`config.mk`:
```
export PLATFORM = sky130hd
export DESIGN_NAME = ufl_top
export DESIGN_NICKNAME = d
export VERILOG_FILES = /design/src/ufl_pkg.sv /design/src/ufl_top.sv
export SDC_FILE = /design/constraint.sdc
export NUM_CORES = 2
export LEC_CHECK = 0
export BUFFER_PORTS_ARGS = -buffer_cell sky130_fd_sc_hd__buf_2
export CORE_MARGIN = 1.5
export CORE_UTILIZATION = 52
export DETAILED_ROUTE_END_ITERATION = 7
export PLACE_DENSITY = 0.68
export SYNTH_ARGS = -nofsm -noshare
export SYNTH_HDL_FRONTEND = slang
export SYNTH_SLANG_ARGS = --single-unit
```
`constraint.sdc`:
```
create_clock -name sys_clk -period 9.9 [get_ports sys_clk]
set_clock_uncertainty 0.2 [all_clocks]
set_input_delay 2.475 -clock sys_clk [delete_from_list [all_inputs] [get_ports sys_clk]]
set_output_delay 2.475 -clock sys_clk [all_outputs]
set_load 0.02 [all_outputs]
```
`src/ufl_pkg.sv`:
```
// Constants and types for the serial channel FIFO and line format block
// Summary of operation
// RL1 - FIFOs off after reset; enable bit enables both
// RL2 - Other FIFO fields load only with enable set
// RL3 - Tables 00 and 01 give fixed trigger levels
// RL4 - Table 10 gives receive 8/16/56/60, transmit 8/16/32/56
// RL5 - Table 11 takes levels from trigger registers
// RL6 - Divisor access bit swaps data for divisors
// RL7 - Break bit holds transmit line low
// RL8 - Enable, even, force bits select parity
// RL9 - Unforced parity makes ones odd or even
// RL10 - Transmit appends parity; receive checks it
// RL11 - Stop select gives 1, 1.5 or 2 bits
// RL12 - Word length bits select 5 to 8 bits
// RL13 - One table select governs both directions
// RL14 - FIFO resets act only with enable, self-clear
// RL15 - Trigger fields hold; comparators use live levels
`default_nettype none
package ufl_pkg;
	// ------------------------------------------------------------------
	// Register byte addresses
	// ------------------------------------------------------------------
	localparam logic [7:0] ADDR_DATA = 8'h00;
	localparam logic [7:0] ADDR_FEAT = 8'h04;
	localparam logic [7:0] ADDR_FIFO = 8'h08;
	localparam logic [7:0] ADDR_LINE = 8'h0c;
	localparam logic [7:0] ADDR_RXTRIG = 8'h10;
	localparam logic [7:0] ADDR_TXTRIG = 8'h14;
	localparam logic [7:0] ADDR_STAT = 8'h18;
	localparam logic [7:0] ADDR_IRQ_STAT = 8'h1c;
	localparam logic [7:0] ADDR_IRQ_CLR = 8'h20;
	localparam logic [7:0] ADDR_IRQ_EN = 8'h24;
	// ------------------------------------------------------------------
	// Field positions
	// ------------------------------------------------------------------
	localparam int FC_EN = 0;
	localparam int FC_RXRST = 1;
	localparam int FC_TXRST = 2;
	localparam int LC_PEN = 3;
	localparam int LC_EVEN = 4;
	localparam int LC_FORCE = 5;
	localparam int LC_BRK = 6;
	localparam int LC_DLAB = 7;
	localparam int LC_STOP = 2;
	localparam int IRQ_N = 5;
	// ------------------------------------------------------------------
	// Reset values, sizes, trigger tables
	// ------------------------------------------------------------------
	localparam logic [7:0] RST_BYTE = 8'h00;
	localparam logic [7:0] RST_DIV_LO = 8'h01;
	localparam int FIFO_DEPTH = 64;
	localparam logic [6:0] FIFO_CAP = 7'h40;
	localparam logic [6:0] HOLD_CAP = 7'h01;
	localparam logic [1:0] TBL_A = 2'h0;
	localparam logic [1:0] TBL_B = 2'h1;
	localparam logic [1:0] TBL_C = 2'h2;
	localparam logic [6:0] RX_TBL_A [4] = '{7'h01, 7'h04, 7'h08, 7'h0e};
	localparam logic [6:0] RX_TBL_B [4] = '{7'h08, 7'h10, 7'h18, 7'h1c};
	localparam logic [6:0] TX_TBL_B [4] = '{7'h10, 7'h08, 7'h18, 7'h1e};
	localparam logic [6:0] RX_TBL_C [4] = '{7'h08, 7'h10, 7'h38, 7'h3c};
	localparam logic [6:0] TX_TBL_C [4] = '{7'h08, 7'h10, 7'h20, 7'h38};
	localparam logic [6:0] TRIG_ONE = 7'h01;
	// Stop length in half-bit units
	localparam logic [4:0] STOP_HALF_1 = 5'h02;
	localparam logic [4:0] STOP_HALF_15 = 5'h03;
	localparam logic [4:0] STOP_HALF_2 = 5'h04;
	// ------------------------------------------------------------------
	// Types
	// ------------------------------------------------------------------
	typedef struct packed {
		logic frm_err;
		logic par_err;
		logic [7:0] data;
	} ufl_rx_entry_t;
	typedef struct packed {
		logic pen;
		logic even;
		logic force_par;
		logic two_stop;
		logic [1:0] wl;
	} ufl_fmt_t;
endpackage
`default_nettype wire

```
`src/ufl_top.sv`:
```
// Serial channel with FIFOs, trigger tables and line format, APB slave
`default_nettype none
module ufl_top (
	input wire logic sys_clk,
	input wire logic rst,
	input wire logic ce,
	input wire logic psel,
	input wire logic penable,
	input wire logic pwrite,
	input wire logic [7:0] paddr,
	input wire logic [31:0] pwdata,
	output logic [31:0] prdata,
	output logic pready,
	output logic pslverr,
	input wire logic rx_in,
	output logic tx_out,
	output logic irq
);
	// ------------------------------------------------------------------
	// Parity helper
	// ------------------------------------------------------------------
	function automatic logic par_of(input logic [7:0] d,
		input ufl_pkg::ufl_fmt_t f);
		logic x;
		x = ^d;
		if (f.force_par)
			par_of = ~f.even; // [RL8]
		else
			par_of = f.even ? x : ~x; // [RL9]
	endfunction

	function automatic logic [7:0] wl_mask(input logic [1:0] wl);
		wl_mask = 8'hff >> (3'h3 - {1'b0, wl});
	endfunction

	// ------------------------------------------------------------------
	// Registers
	// ------------------------------------------------------------------
	logic pready_r, pslverr_r, tx_out_r, irq_r;
	logic [31:0] prdata_r;
	logic fifo_en_r;
	logic [1:0] rx_code_r, tx_code_r;
	logic [7:0] feat_r, lcr_r, div_lo_r, div_hi_r, div_fr_r;
	logic [6:0] rx_trig_reg_r, tx_trig_reg_r;
	localparam int IRQ_N_W = ufl_pkg::IRQ_N;
	logic [IRQ_N_W-1:0] irq_stat_r, irq_en_r;

	// ------------------------------------------------------------------
	// Bus decode
	// ------------------------------------------------------------------
	wire acc = psel & penable & ~pready_r;
	wire wr = acc & pwrite;
	wire rd = acc & ~pwrite;
	wire dlab = lcr_r[ufl_pkg::LC_DLAB];
	wire a_data = paddr == ufl_pkg::ADDR_DATA;
	wire a_feat = paddr == ufl_pkg::ADDR_FEAT;
	wire a_fifo = paddr == ufl_pkg::ADDR_FIFO;
	wire a_line = paddr == ufl_pkg::ADDR_LINE;
	wire a_rxtg = paddr == ufl_pkg::ADDR_RXTRIG;
	wire a_txtg = paddr == ufl_pkg::ADDR_TXTRIG;
	wire a_stat = paddr == ufl_pkg::ADDR_STAT;
	wire a_ist = paddr == ufl_pkg::ADDR_IRQ_STAT;
	wire a_icl = paddr == ufl_pkg::ADDR_IRQ_CLR;
	wire a_ien = paddr == ufl_pkg::ADDR_IRQ_EN;
	wire mapped = a_data | a_feat | a_fifo | a_line | a_rxtg | a_txtg
		| a_stat | a_ist | a_icl | a_ien;
	// Same addresses reach divisors while the access bit is set
	wire w_thr = wr & a_data & ~dlab; // [RL6]
	wire r_rhr = rd & a_data & ~dlab; // [RL6]
	wire w_dll = wr & a_data & dlab; // [RL6]
	wire w_dlm = wr & a_feat & dlab; // [RL6]
	wire w_dld = wr & a_fifo & dlab; // [RL6]
	wire w_feat = wr & a_feat & ~dlab;
	wire w_fcr = wr & a_fifo & ~dlab;
	wire fcr_en = pwdata[ufl_pkg::FC_EN];
	wire rx_rst = w_fcr & fcr_en & pwdata[ufl_pkg::FC_RXRST]; // [RL14]
	wire tx_rst = w_fcr & fcr_en & pwdata[ufl_pkg::FC_TXRST]; // [RL14]

	// ------------------------------------------------------------------
	// Line format and trigger decode
	// ------------------------------------------------------------------
	ufl_pkg::ufl_fmt_t fmt;
	assign fmt.pen = lcr_r[ufl_pkg::LC_PEN];
	assign fmt.even = lcr_r[ufl_pkg::LC_EVEN];
	assign fmt.force_par = lcr_r[ufl_pkg::LC_FORCE];
	assign fmt.two_stop = lcr_r[ufl_pkg::LC_STOP];
	assign fmt.wl = lcr_r[1:0]; // [RL12]
	wire [3:0] nbits = 4'h5 + {2'b00, fmt.wl}; // [RL12]
	wire [4:0] stop_half = ~fmt.two_stop ? ufl_pkg::STOP_HALF_1 :
		(fmt.wl == 2'b00) ? ufl_pkg::STOP_HALF_15 :
		ufl_pkg::STOP_HALF_2; // [RL11]
	wire [1:0] tbl = feat_r[7:6]; // [RL13]
	wire [6:0] rx_trig = (tbl == ufl_pkg::TBL_A) ?
		ufl_pkg::RX_TBL_A[rx_code_r] : // [RL3]
		(tbl == ufl_pkg::TBL_B) ? ufl_pkg::RX_TBL_B[rx_code_r] :
		(tbl == ufl_pkg::TBL_C) ? ufl_pkg::RX_TBL_C[rx_code_r] : // [RL4]
		rx_trig_reg_r; // [RL5]
	wire [6:0] tx_trig = (tbl == ufl_pkg::TBL_A) ? ufl_pkg::TRIG_ONE :
		(tbl == ufl_pkg::TBL_B) ? ufl_pkg::TX_TBL_B[tx_code_r] : // [RL3]
		(tbl == ufl_pkg::TBL_C) ? ufl_pkg::TX_TBL_C[tx_code_r] : // [RL4]
		tx_trig_reg_r; // [RL5]
	// Without FIFOs each side is a one-character holding register
	wire [6:0] cap = fifo_en_r ? ufl_pkg::FIFO_CAP : ufl_pkg::HOLD_CAP;
	wire [6:0] rx_trig_eff = fifo_en_r ? rx_trig : ufl_pkg::TRIG_ONE;
	wire [6:0] tx_trig_eff = fifo_en_r ? tx_trig : ufl_pkg::TRIG_ONE;
	wire [15:0] divisor = {div_hi_r, div_lo_r};
	wire [14:0] half_div = (divisor[15:1] == 15'h0000) ? 15'h0001 :
		divisor[15:1];

	// ------------------------------------------------------------------
	// FIFO storage
	// ------------------------------------------------------------------
	ufl_pkg::ufl_rx_entry_t rx_mem [ufl_pkg::FIFO_DEPTH];
	logic [7:0] tx_mem [ufl_pkg::FIFO_DEPTH];
	logic [5:0] rx_wp_r, rx_rp_r, tx_wp_r, tx_rp_r;
	logic [6:0] rx_lvl_r, tx_lvl_r;
	logic rx_done, rx_push_ok;
	ufl_pkg::ufl_rx_entry_t rx_entry;
	wire rx_push = rx_done & rx_push_ok;
	wire rx_pop = r_rhr & (rx_lvl_r != 7'h00);
	assign rx_push_ok = rx_lvl_r < cap;
	wire tx_push = w_thr & (tx_lvl_r < cap);
	logic tx_busy_r;
	wire tx_pop = ~tx_busy_r & (tx_lvl_r != 7'h00);
	wire [6:0] rx_lvl_nxt = rx_lvl_r + {6'h00, rx_push} - {6'h00, rx_pop};
	wire [6:0] tx_lvl_nxt = tx_lvl_r + {6'h00, tx_push} - {6'h00, tx_pop};
	ufl_pkg::ufl_rx_entry_t rx_head;
	assign rx_head = rx_mem[rx_rp_r];

	always_ff @(posedge sys_clk)
	begin
		if (ce && rx_push)
			rx_mem[rx_wp_r] <= rx_entry;
		if (ce && tx_push)
			tx_mem[tx_wp_r] <= pwdata[7:0] & wl_mask(fmt.wl);
	end

	// Pointer and level reset leaves the shift registers alone
	always_ff @(posedge sys_clk or posedge rst)
	begin
		if (rst)
		begin
			rx_wp_r <= 6'h00;
			rx_rp_r <= 6'h00;
			rx_lvl_r <= 7'h00;
		end
		else if (ce && rx_rst)
		begin
			rx_wp_r <= 6'h00; // [RL14]
			rx_rp_r <= 6'h00;
			rx_lvl_r <= 7'h00;
		end
		else if (ce)
		begin
			rx_wp_r <= rx_wp_r + {5'h00, rx_push};
			rx_rp_r <= rx_rp_r + {5'h00, rx_pop};
			rx_lvl_r <= rx_lvl_nxt;
		end
	end

	always_ff @(posedge sys_clk or posedge rst)
	begin
		if (rst)
		begin
			tx_wp_r <= 6'h00;
			tx_rp_r <= 6'h00;
			tx_lvl_r <= 7'h00;
		end
		else if (ce && tx_rst)
		begin
			tx_wp_r <= 6'h00; // [RL14]
			tx_rp_r <= 6'h00;
			tx_lvl_r <= 7'h00;
		end
		else if (ce)
		begin
			tx_wp_r <= tx_wp_r + {5'h00, tx_push};
			tx_rp_r <= tx_rp_r + {5'h00, tx_pop};
			tx_lvl_r <= tx_lvl_nxt;
		end
	end

	// ------------------------------------------------------------------
	// Transmitter: frame shifted once per bit, timed in half-bit steps for 1.5 stop bits
	// ------------------------------------------------------------------
	logic [11:0] tx_frame_r;
	logic [4:0] tx_half_r;
	logic [14:0] tx_tick_r;
	logic tx_phase_r;
	logic [11:0] frame_nxt;
	logic [7:0] tx_byte;
	assign tx_byte = tx_mem[tx_rp_r];
	wire [4:0] data_half = {nbits + {3'b000, fmt.pen} + 4'h1, 1'b0};
	wire tx_tick = tx_tick_r == 15'h0001;

	always_comb
	begin
		frame_nxt = 12'hfff;
		frame_nxt[0] = 1'b0;
		frame_nxt[8:1] = tx_byte | ~wl_mask(fmt.wl);
		if (fmt.pen)
			frame_nxt[nbits + 4'h1] = par_of(tx_byte, fmt); // [RL10]
	end

	always_ff @(posedge sys_clk or posedge rst)
	begin
		if (rst)
		begin
			tx_frame_r <= 12'hfff;
			tx_half_r <= 5'h00;
			tx_tick_r <= 15'h0001;
			tx_phase_r <= 1'b0;
			tx_busy_r <= 1'b0;
		end
		else if (ce && tx_pop)
		begin
			tx_frame_r <= frame_nxt;
			tx_half_r <= data_half + stop_half; // [RL11]
			tx_tick_r <= half_div;
			tx_phase_r <= 1'b0;
			tx_busy_r <= 1'b1;
		end
		else if (ce && tx_busy_r)
		begin
			tx_tick_r <= tx_tick ? half_div : tx_tick_r - 15'h0001;
			if (tx_tick)
			begin
				tx_phase_r <= ~tx_phase_r;
				tx_half_r <= tx_half_r - 5'h01;
				if (tx_phase_r)
					tx_frame_r <= {1'b1, tx_frame_r[11:1]};
				if (tx_half_r == 5'h01)
					tx_busy_r <= 1'b0;
			end
		end
	end

	// ------------------------------------------------------------------
	// Receiver: mid-bit sampling, parity and stop check
	// ------------------------------------------------------------------
	logic rx_prev_r, rx_act_r;
	logic [14:0] rx_tick_r;
	logic rx_phase_r;
	logic [3:0] rx_idx_r;
	logic [11:0] rx_bits_r;
	wire [3:0] rx_last = nbits + {3'b000, fmt.pen} + 4'h1;
	wire rx_tick = rx_tick_r == 15'h0001;
	wire rx_sample = rx_act_r & rx_tick & ~rx_phase_r;
	wire [7:0] rx_data = rx_bits_r[8:1] & wl_mask(fmt.wl);
	wire rx_par_bit = rx_bits_r[nbits + 4'h1];
	wire rx_stop_bit = rx_bits_r[rx_last];
	assign rx_done = rx_sample & (rx_idx_r == rx_last);
	assign rx_entry.data = rx_data;
	assign rx_entry.par_err = fmt.pen &
		(rx_par_bit != par_of(rx_data, fmt)); // [RL10]
	assign rx_entry.frm_err = ~rx_in;

	always_ff @(posedge sys_clk or posedge rst)
	begin
		if (rst)
		begin
			rx_prev_r <= 1'b1;
			rx_act_r <= 1'b0;
			rx_tick_r <= 15'h0001;
			rx_phase_r <= 1'b0;
			rx_idx_r <= 4'h0;
			rx_bits_r <= 12'hfff;
		end
		else if (ce)
		begin
			rx_prev_r <= rx_in;
			if (!rx_act_r)
			begin
				if (rx_prev_r && !rx_in)
				begin
					rx_act_r <= 1'b1;
					rx_tick_r <= half_div;
					rx_phase_r <= 1'b0;
					rx_idx_r <= 4'h0;
				end
			end
			else
			begin
				rx_tick_r <= rx_tick ? half_div : rx_tick_r - 15'h0001;
				if (rx_tick)
					rx_phase_r <= ~rx_phase_r;
				if (rx_sample)
				begin
					rx_bits_r[rx_idx_r] <= rx_in;
					rx_idx_r <= rx_idx_r + 4'h1;
					// A start bit gone high was a glitch
					if ((rx_idx_r == 4'h0 && rx_in) || rx_done)
						rx_act_r <= 1'b0;
				end
			end
		end
	end

	// ------------------------------------------------------------------
	// Control registers
	// ------------------------------------------------------------------
	always_ff @(posedge sys_clk or posedge rst)
	begin
		if (rst)
		begin
			fifo_en_r <= 1'b0; // [RL1]
			rx_code_r <= 2'b00;
			tx_code_r <= 2'b00;
			feat_r <= ufl_pkg::RST_BYTE;
			lcr_r <= ufl_pkg::RST_BYTE; // [RL7]
			div_lo_r <= ufl_pkg::RST_DIV_LO;
			div_hi_r <= ufl_pkg::RST_BYTE;
			div_fr_r <= ufl_pkg::RST_BYTE;
			rx_trig_reg_r <= ufl_pkg::TRIG_ONE;
			tx_trig_reg_r <= ufl_pkg::TRIG_ONE;
			irq_en_r <= '0;
		end
		else if (ce)
		begin
			if (w_fcr)
				fifo_en_r <= fcr_en; // [RL1]
			if (w_fcr && fcr_en)
			begin
				rx_code_r <= pwdata[7:6]; // [RL2] [RL15]
				tx_code_r <= pwdata[5:4]; // [RL2]
			end
			if (w_feat)
				feat_r <= pwdata[7:0]; // [RL13]
			if (wr && a_line)
				lcr_r <= pwdata[7:0];
			if (w_dll)
				div_lo_r <= pwdata[7:0];
			if (w_dlm)
				div_hi_r <= pwdata[7:0];
			if (w_dld)
				div_fr_r <= pwdata[7:0];
			if (wr && a_rxtg)
				rx_trig_reg_r <= pwdata[6:0]; // [RL5]
			if (wr && a_txtg)
				tx_trig_reg_r <= pwdata[6:0]; // [RL5]
			if (wr && a_ien)
				irq_en_r <= pwdata[IRQ_N_W-1:0];
		end
	end

	// ------------------------------------------------------------------
	// Interrupt events, sticky status, set beats clear
	// ------------------------------------------------------------------
	logic rx_above_r, tx_below_r;
	wire rx_above = rx_lvl_r >= rx_trig_eff; // [RL15]
	wire tx_below = tx_lvl_r < tx_trig_eff; // [RL15]
	wire [IRQ_N_W-1:0] ev = {rx_done & ~rx_push_ok,
		rx_push & rx_entry.frm_err, rx_push & rx_entry.par_err,
		tx_below & ~tx_below_r, rx_above & ~rx_above_r};
	wire [IRQ_N_W-1:0] clr = (wr && a_icl) ? pwdata[IRQ_N_W-1:0] : '0;

	always_ff @(posedge sys_clk or posedge rst)
	begin
		if (rst)
		begin
			rx_above_r <= 1'b0;
			tx_below_r <= 1'b1;
			irq_stat_r <= '0;
			irq_r <= 1'b0;
		end
		else if (ce)
		begin
			rx_above_r <= rx_above;
			tx_below_r <= tx_below;
			irq_stat_r <= (irq_stat_r & ~clr) | ev;
			irq_r <= |(((irq_stat_r & ~clr) | ev) & irq_en_r);
		end
	end

	// ------------------------------------------------------------------
	// Read mux and bus answer, one wait state
	// ------------------------------------------------------------------
	wire [31:0] stat_val = {12'h000, rx_head.frm_err, rx_head.par_err,
		tx_busy_r, fifo_en_r, 1'b0, tx_lvl_r, 1'b0, rx_lvl_r};
	wire [7:0] fcr_view = {rx_code_r, tx_code_r, 3'b000, fifo_en_r};
	wire [31:0] rd_val =
		a_data ? {24'h0, dlab ? div_lo_r :
			(rx_lvl_r != 7'h00 ? rx_head.data : 8'h00)} :
		a_feat ? {24'h0, dlab ? div_hi_r : feat_r} :
		a_fifo ? {24'h0, dlab ? div_fr_r : fcr_view} :
		a_line ? {24'h0, lcr_r} :
		a_rxtg ? {25'h0, rx_trig_reg_r} :
		a_txtg ? {25'h0, tx_trig_reg_r} :
		a_stat ? stat_val :
		a_ist ? {27'h0, irq_stat_r} :
		a_ien ? {27'h0, irq_en_r} : 32'h0;

	always_ff @(posedge sys_clk or posedge rst)
	begin
		if (rst)
		begin
			pready_r <= 1'b0;
			pslverr_r <= 1'b0;
			prdata_r <= 32'h0;
			tx_out_r <= 1'b1;
		end
		else if (ce)
		begin
			pready_r <= acc;
			pslverr_r <= acc & ~mapped;
			if (rd)
				prdata_r <= rd_val;
			tx_out_r <= tx_frame_r[0] & ~lcr_r[ufl_pkg::LC_BRK]; // [RL7]
		end
	end

	assign prdata = prdata_r;
	assign pready = pready_r;
	assign pslverr = pslverr_r;
	assign tx_out = tx_out_r;
	assign irq = irq_r;
endmodule
`default_nettype wire

```
======== Yosys cells after proc, flatten, opt, wreduce, memory -nomap -nowiden ========
Memories as Yosys holds them, arrays and structs flattened.
Index checks and enable logic that the tools add are counted.
operators by class
  shift-type cells ........................ 1
  add/subtract/negate cells ............... 18
  eq/ne operators ......................... 18
  reductions and logical operators ........ 53
  magnitude comparators ................... 10
  muxes and demuxes ....................... 101
  bitwise logic cells ..................... 67
operator list
  cell                                                                  count
  7-bit 2-to-1 mux                                                      23
  20-bit 2-to-1 mux                                                     7
  15-bit 2-to-1 mux                                                     7
  7-bit binary-select mux with 2-bit select                             5
  12-bit 2-to-1 mux                                                     5
  6-bit 2-to-1 mux                                                      8
  1-bit AND                                                             33
  8-bit by 5-bit == test with 1-bit output, second input constant       4
  8-bit 2-to-1 mux                                                      4
  15-bit by 1-bit == test with 1-bit output, second input constant      2
  5-bit 2-to-1 mux                                                      6
  15-bit by 1-bit subtractor with 15-bit output, second input constant  2
  1-bit 2-to-1 mux                                                      26
  2-bit AND reduction                                                   13
  6-bit by 1-bit adder with 6-bit output                                4
  12-bit bitwise mux                                                    2
  7-bit < comparator                                                    3
  8-bit AND                                                             2
  8-bit by 4-bit == test with 1-bit output, second input constant       2
  8-bit by 6-bit == test with 1-bit output, second input constant       2
  1-bit logical AND                                                     16
  8-bit parity                                                          2
  15-bit zero test                                                      1
  1-bit NOT                                                             15
  other kinds (40)                                                      74
word-level totals
  logic and storage cells ................. 306
  bits in registers ....................... 213
  RAM bits ................................ 1152
  memories kept ........................... 2
  output and inout port bits .............. 36
memory list
  name    depth  bits a word  rd ports  clocked after memory_dff  write ports  RTL line        RTL
  rx_mem  64     10           1         0                         1            ufl_top.sv:113  ufl_pkg::ufl_rx_entry_t rx_mem [ufl_pkg::FIFO_DEPTH];
  tx_mem  64     8            1         0                         1            ufl_top.sv:114  logic [7:0] tx_mem [ufl_pkg::FIFO_DEPTH];

======== Depth between registers and ports, before layout ========
  depth in word-level cells ............... 13
  depth in mapped cells ................... 24

======== Worst setup path before layout ========
OpenSTA, ideal clock, no wires.
  path kind ............................... input -> register
  start point ............................. in paddr[5]
  end point ............................... reg tx_lvl_r[6]
  setup slack ............................. 3770 ps
  arrival time ............................ 5809 ps
  stages on the path ...................... 20
  path through ............................ nor4_1 nor2b_1 nand2_1 a21oi_1 nor4b_1 inv_1 ha_1 inv_1 ha_1 inv_1 fa_1 o21bai_1 a21oi_1 nor2_1 nor2_1 nor2_1 nor2_1 xnor2_1 o21ai_0 a22o_1
on the way
  longest elaborated chain between the ends .. 8
ends and longest elaborated chain
  what                                         RTL line        RTL
  from (decl)                                  ufl_top.sv:10   input wire logic [7:0] paddr,
  8-bit zero test                              ufl_top.sv:55   wire a_data = paddr == ufl_pkg::ADDR_DATA;
  1-bit AND (2 in a row)                       ufl_top.sv:68   wire w_thr = wr & a_data & ~dlab;
  1-bit AND                                    ufl_top.sv:122  wire tx_push = w_thr & (tx_lvl_r < cap);
  7-bit by 1-bit adder with 7-bit output       ufl_top.sv:126  wire [6:0] tx_lvl_nxt = tx_lvl_r + {6'h00, tx_push} - {6'h00, tx_pop};
  7-bit by 1-bit subtractor with 7-bit output  ufl_top.sv:126
  7-bit 2-to-1 mux                             ufl_top.sv:175  else if (ce)
  7-bit 2-to-1 mux                             ufl_top.sv:169  else if (ce && tx_rst)
  to (signal assigned)                         ufl_top.sv:179  tx_lvl_r <= tx_lvl_nxt;
  to (decl)                                    ufl_top.sv:116  logic [6:0] rx_lvl_r, tx_lvl_r;
Several ways; a longest one is shown, not always the timed one. The select of a mux whose other input is x is not followed.
A chain may end at the register's enable or synchronous reset.

======== Final worst setup path ========
  start point ............................. in paddr[5]
  end point ............................... reg rx_lvl_r[6]
on the way
  longest elaborated chain between the ends .. 7
ends and longest elaborated chain
  what                                                                         RTL line                        RTL
  8-bit zero test or 8-bit by 4-bit == test with 1-bit output (tied branches)  ufl_top.sv:55, ufl_top.sv:57
  1-bit AND, on equally long branches (2 in a row)                             ufl_top.sv:69, ufl_top.sv:74
  1-bit AND, on equally long branches                                          ufl_top.sv:120, ufl_top.sv:76
  7-bit by 1-bit subtractor with 7-bit output or 1-bit AND (tied branches)     ufl_top.sv:125, ufl_top.sv:76
  7-bit 2-to-1 mux or 1-bit logical AND (tied branches)                        ufl_top.sv:153, ufl_top.sv:147
  7-bit 2-to-1 mux or 2-bit nonzero test (tied branches)                       n/a
  to (signal assigned)                                                         ufl_top.sv:157                  rx_lvl_r <= rx_lvl_nxt;
  to (decl)                                                                    ufl_top.sv:116
Several ways; a longest one is shown, not always the timed one. The select of a mux whose other input is x is not followed.

==> run_results.csv <==
group,metric,value,unit
layout,diodes,0,
power_and_ir_drop,total_leakage_power,20.9,nW
sta,layout_min_cycle_time,6.74,ns
sta,worst_slack,3.16,ns
floorplanning,die_h,333,um
synth,yosysTopAreaCellShare,0.610,
clocking,clk_path_buf_depth,3,
synth,synth_edf_count,1152,
sta,hold-worst-slack,0.282,ns
clocking,cts_hold_buf,0,
synth,synth_ff_type,"edfxtp_1",
setup_path,endpoint_kind,"flip-flop",
job,maxCapViolations,0,
clocking,cts_tree,"yes",
setup_path,worstReg2RegStart,"rx_tick_r[2]",
setup_path,cp.required,10.34,ns
sta,setup_viol,0,
clocking,clkSinkCount,1352,
route,dr.pass1.iters,5,
layout,nets,3484,
synth,syn_inst,3312,
setup_path,worst-setup-path-type,"in2reg",
route,drt_iter0_drc,3196,
layout,final_layout_size_suffix_gt1_frac,0.209,
grt,grt_start_max_net_pins,145,
route,vias_per_cell,6.29,
synth,synth_common_cells,"edfxtp_1 (1152), mux4_2 (286), nor2_1 (240)",
setup_path,cp_max_fo,9,
clocking,clkTransAtPathRegs,0.06,ns
placed_design,post-place-ws,2.61,ns
route,wl,131000,um
sta,finalMaxSlewViolations,0,
floorplanning,io_pins,83,
grt,grt_pass1_vias,31100,
placed_design,gp_congestion,0.887,
layout,area_growth_syn_to_layout,10.8,%
clocking,cts_root_buf,"clkbuf_16",
setup_path,cp-startpoint,"paddr[5]",
synth,synth-seq-cells,1352,
clocking,ctsResizeCount,0,
synth,ys_types,80,
floorplanning,die_area,111000,um^2
setup_path,critPathArrivalTime,7.17,ns
grt,grt_antenna_before_repair,0,
grt,grtUsageTotal,0.237,
floorplanning,core,108000,um^2
setup_path,rr_worst_depth,21,
sta,final.setup.tns,0,ns
sta,max_slew_margin,0.132,
sta,hold_viol,0,
run_status,status,"finished, final reports clean",
synth,seq_area_frac_synth,0.700,
route,drc_errors,0,
clocking,cts_made_buffers,138,
clocking,clk_latency,0.75,ns
layout,multi_input_area,16000,um^2
sta,fmaxAchievable,148,MHz
synth,syn-cell-area,56700,um^2
setup_path,cp-start-kind,"input pin",
min_path,holdPathStages,1,
layout,num-fill-cells,7799,
route,ant_nets,0,
sta,period_share,0.681,
sta,tightest_slew,1.30,ns
floorplanning,start_util,0.527,
clocking,post_cts_buffers,0,
placed_design,dp_hpwl,81700,um
grt,grt-ovfl-total,0,
synth,synth_largest_area_cell,"edfxtp_1",
min_path,hp-class,"reg2reg",
synth,synth.area.top_cells,"edfxtp_1 (61%), mux4_2 (11%), dfrtp_1 (7.4%)",
layout,regArea,39700,um^2
sta,rsz0062_at_grt,"false",
placed_design,portBuffers,45,
power_and_ir_drop,powerDensity,227,nW/um^2
min_path,min-delay-start,"prdata[5]",
synth,yosys_warnings,0,
floorplanning,rows,120,
synth,avgSynthCellArea,17.1,um^2
synth,yosysMostFrequentCell,"edfxtp_1",
synth,async_flop_share,0.148,
grt,grt_pass1_wl,196000,um
clocking,htree_levels,4,
route,vias,30600,
floorplanning,dieWidth,333,um
route,post_drt_wl_per_cell,26.8,um
power_and_ir_drop,ir_worst_vdd,194,uV
==> power by group <==
group	switching, mW	leakage (nW)	total, mW	internal [mW]
logic	1.38	5.58	2.44	1.05
clock network	2.21	2.25	5.22	3.02
registers	0.251	13.1	6.58	6.33
==> metal layers <==
metal / vias to the layer above / wire, um / track usage
li1: 13200 / - / -
met1: 15900 / 53400 / 0.326
met2: 1256 / 64400 / 0.387
met3: 234 / 9240 / 0.0402
met4: 0 / 3670 / 0.0798
met5: - / 0 / 0
==> sequential cells by signal, indices dropped and copies added (netlist names), 6 cells and up <==
signal / cells
rx_wp_r: 6
div_hi_r: 8
tx_trig_reg_r: 7
rx_lvl_r: 7
rx_mem: 640
feat_r: 8
tx_rp_r: 6
prdata: 19
rx_bits_r: 12
tx_tick_r: 15
tx_frame_r: 12
rx_rp_r: 6
div_lo_r: 8
div_fr_r: 8
tx_wp_r: 6
tx_mem: 512
rx_trig_reg_r: 7
tx_lvl_r: 7
lcr_r: 8
rx_tick_r: 15
==> critical path: stages <==
cell and delay, ns:
buf_2 0.12, nor4_1 0.54, nor2b_1 0.34, nand2_1 0.38, nor4b_1 1.11, ha_1 0.39, inv_1 0.06, ha_1 0.16
inv_1 0.07, fa_1 0.44, o21bai_1 0.15, a21oi_1 0.12, nor2_1 0.10, nor2_1 0.05, nor2_1 0.09, nor2_1 0.05
xnor2_1 0.16, o21ai_0 0.10, a22o_1 0.28
==> path summary, 6_finish.rpt <==
check                              end  slack [ns]
setup / recovery           rx_lvl_r[6]        3.16
hold / removal               prdata[5]        0.28
setup reg to reg           rx_lvl_r[6]        3.75
hold reg to reg              prdata[5]        0.28
max in group asynchronous   rx_rp_r[1]        6.29
min in group asynchronous   prdata[16]        1.69
==> layout make-up <==
cell class | instances | share of cell area
Tap cell | 1403 | 0.0280
Inverter | 61 | 0.00377
Clock buffer | 168 | 0.0586
Multi-Input combinational cell | 1719 | 0.254
Timing Repair Buffer | 90 | 0.00956
Clock inverter | 80 | 0.0147
Sequential cell | 1352 | 0.631
==> per-stage QoR <==
stage / cell area (um^2) / cells / power (mW) / util
after floorplan: 56700 / 3324 / 8.47 / -
after global placement: 58200 / 4625 / 9.04 / 0.541
after detailed placement: 58200 / 4625 / 9.12 / 0.541
after CTS: 62800 / 4873 / 14.3 / 0.584
after global routing: 62800 / 4873 / 14.7 / 0.584
final: 62800 / 4873 / 14.2 / 0.584
==> layout by cell type, fill, tap and decap left out, types with 14 or more instances in the layout <==
cell type	n
nand2_1	183
nand4_1	18
nand2b_1	16
dfstp_2	32
clkinv_1	28
buf_4	42
edfxtp_1	1152
nor2_1	240
a21o_1	14
and3_1	18
buf_2	45
clkbuf_16	139
clkinv_2	23
mux2_2	81
nor3_1	33
a22o_1	33
o22ai_1	45
xor2_1	23
dfrtp_1	162
o21ai_0	107
a211oi_1	15
or3_1	15
a22oi_1	31
ha_1	71
inv_1	58
o221ai_1	27
xnor2_1	19
mux2i_1	109
a21oi_1	92
mux4_2	286
clkbuf_1	20
nand3_1	54
==> cell families after synthesis <==
| family | after synthesis | share of synthesized area |
|---|---|---|
| compound gates | 459 | 0.0545 |
| xor+xnor | 43 | 0.00678 |
| fa+ha+maj | 77 | 0.0174 |
| buf+inv | 253 | 0.0203 |
| flops | 1352 | 0.700 |
| mux | 476 | 0.149 |
| other cells | 1 | 0.0000662 |
| simple gates | 651 | 0.0524 |
No activity file was read; power rests on OpenSTA's default activity.
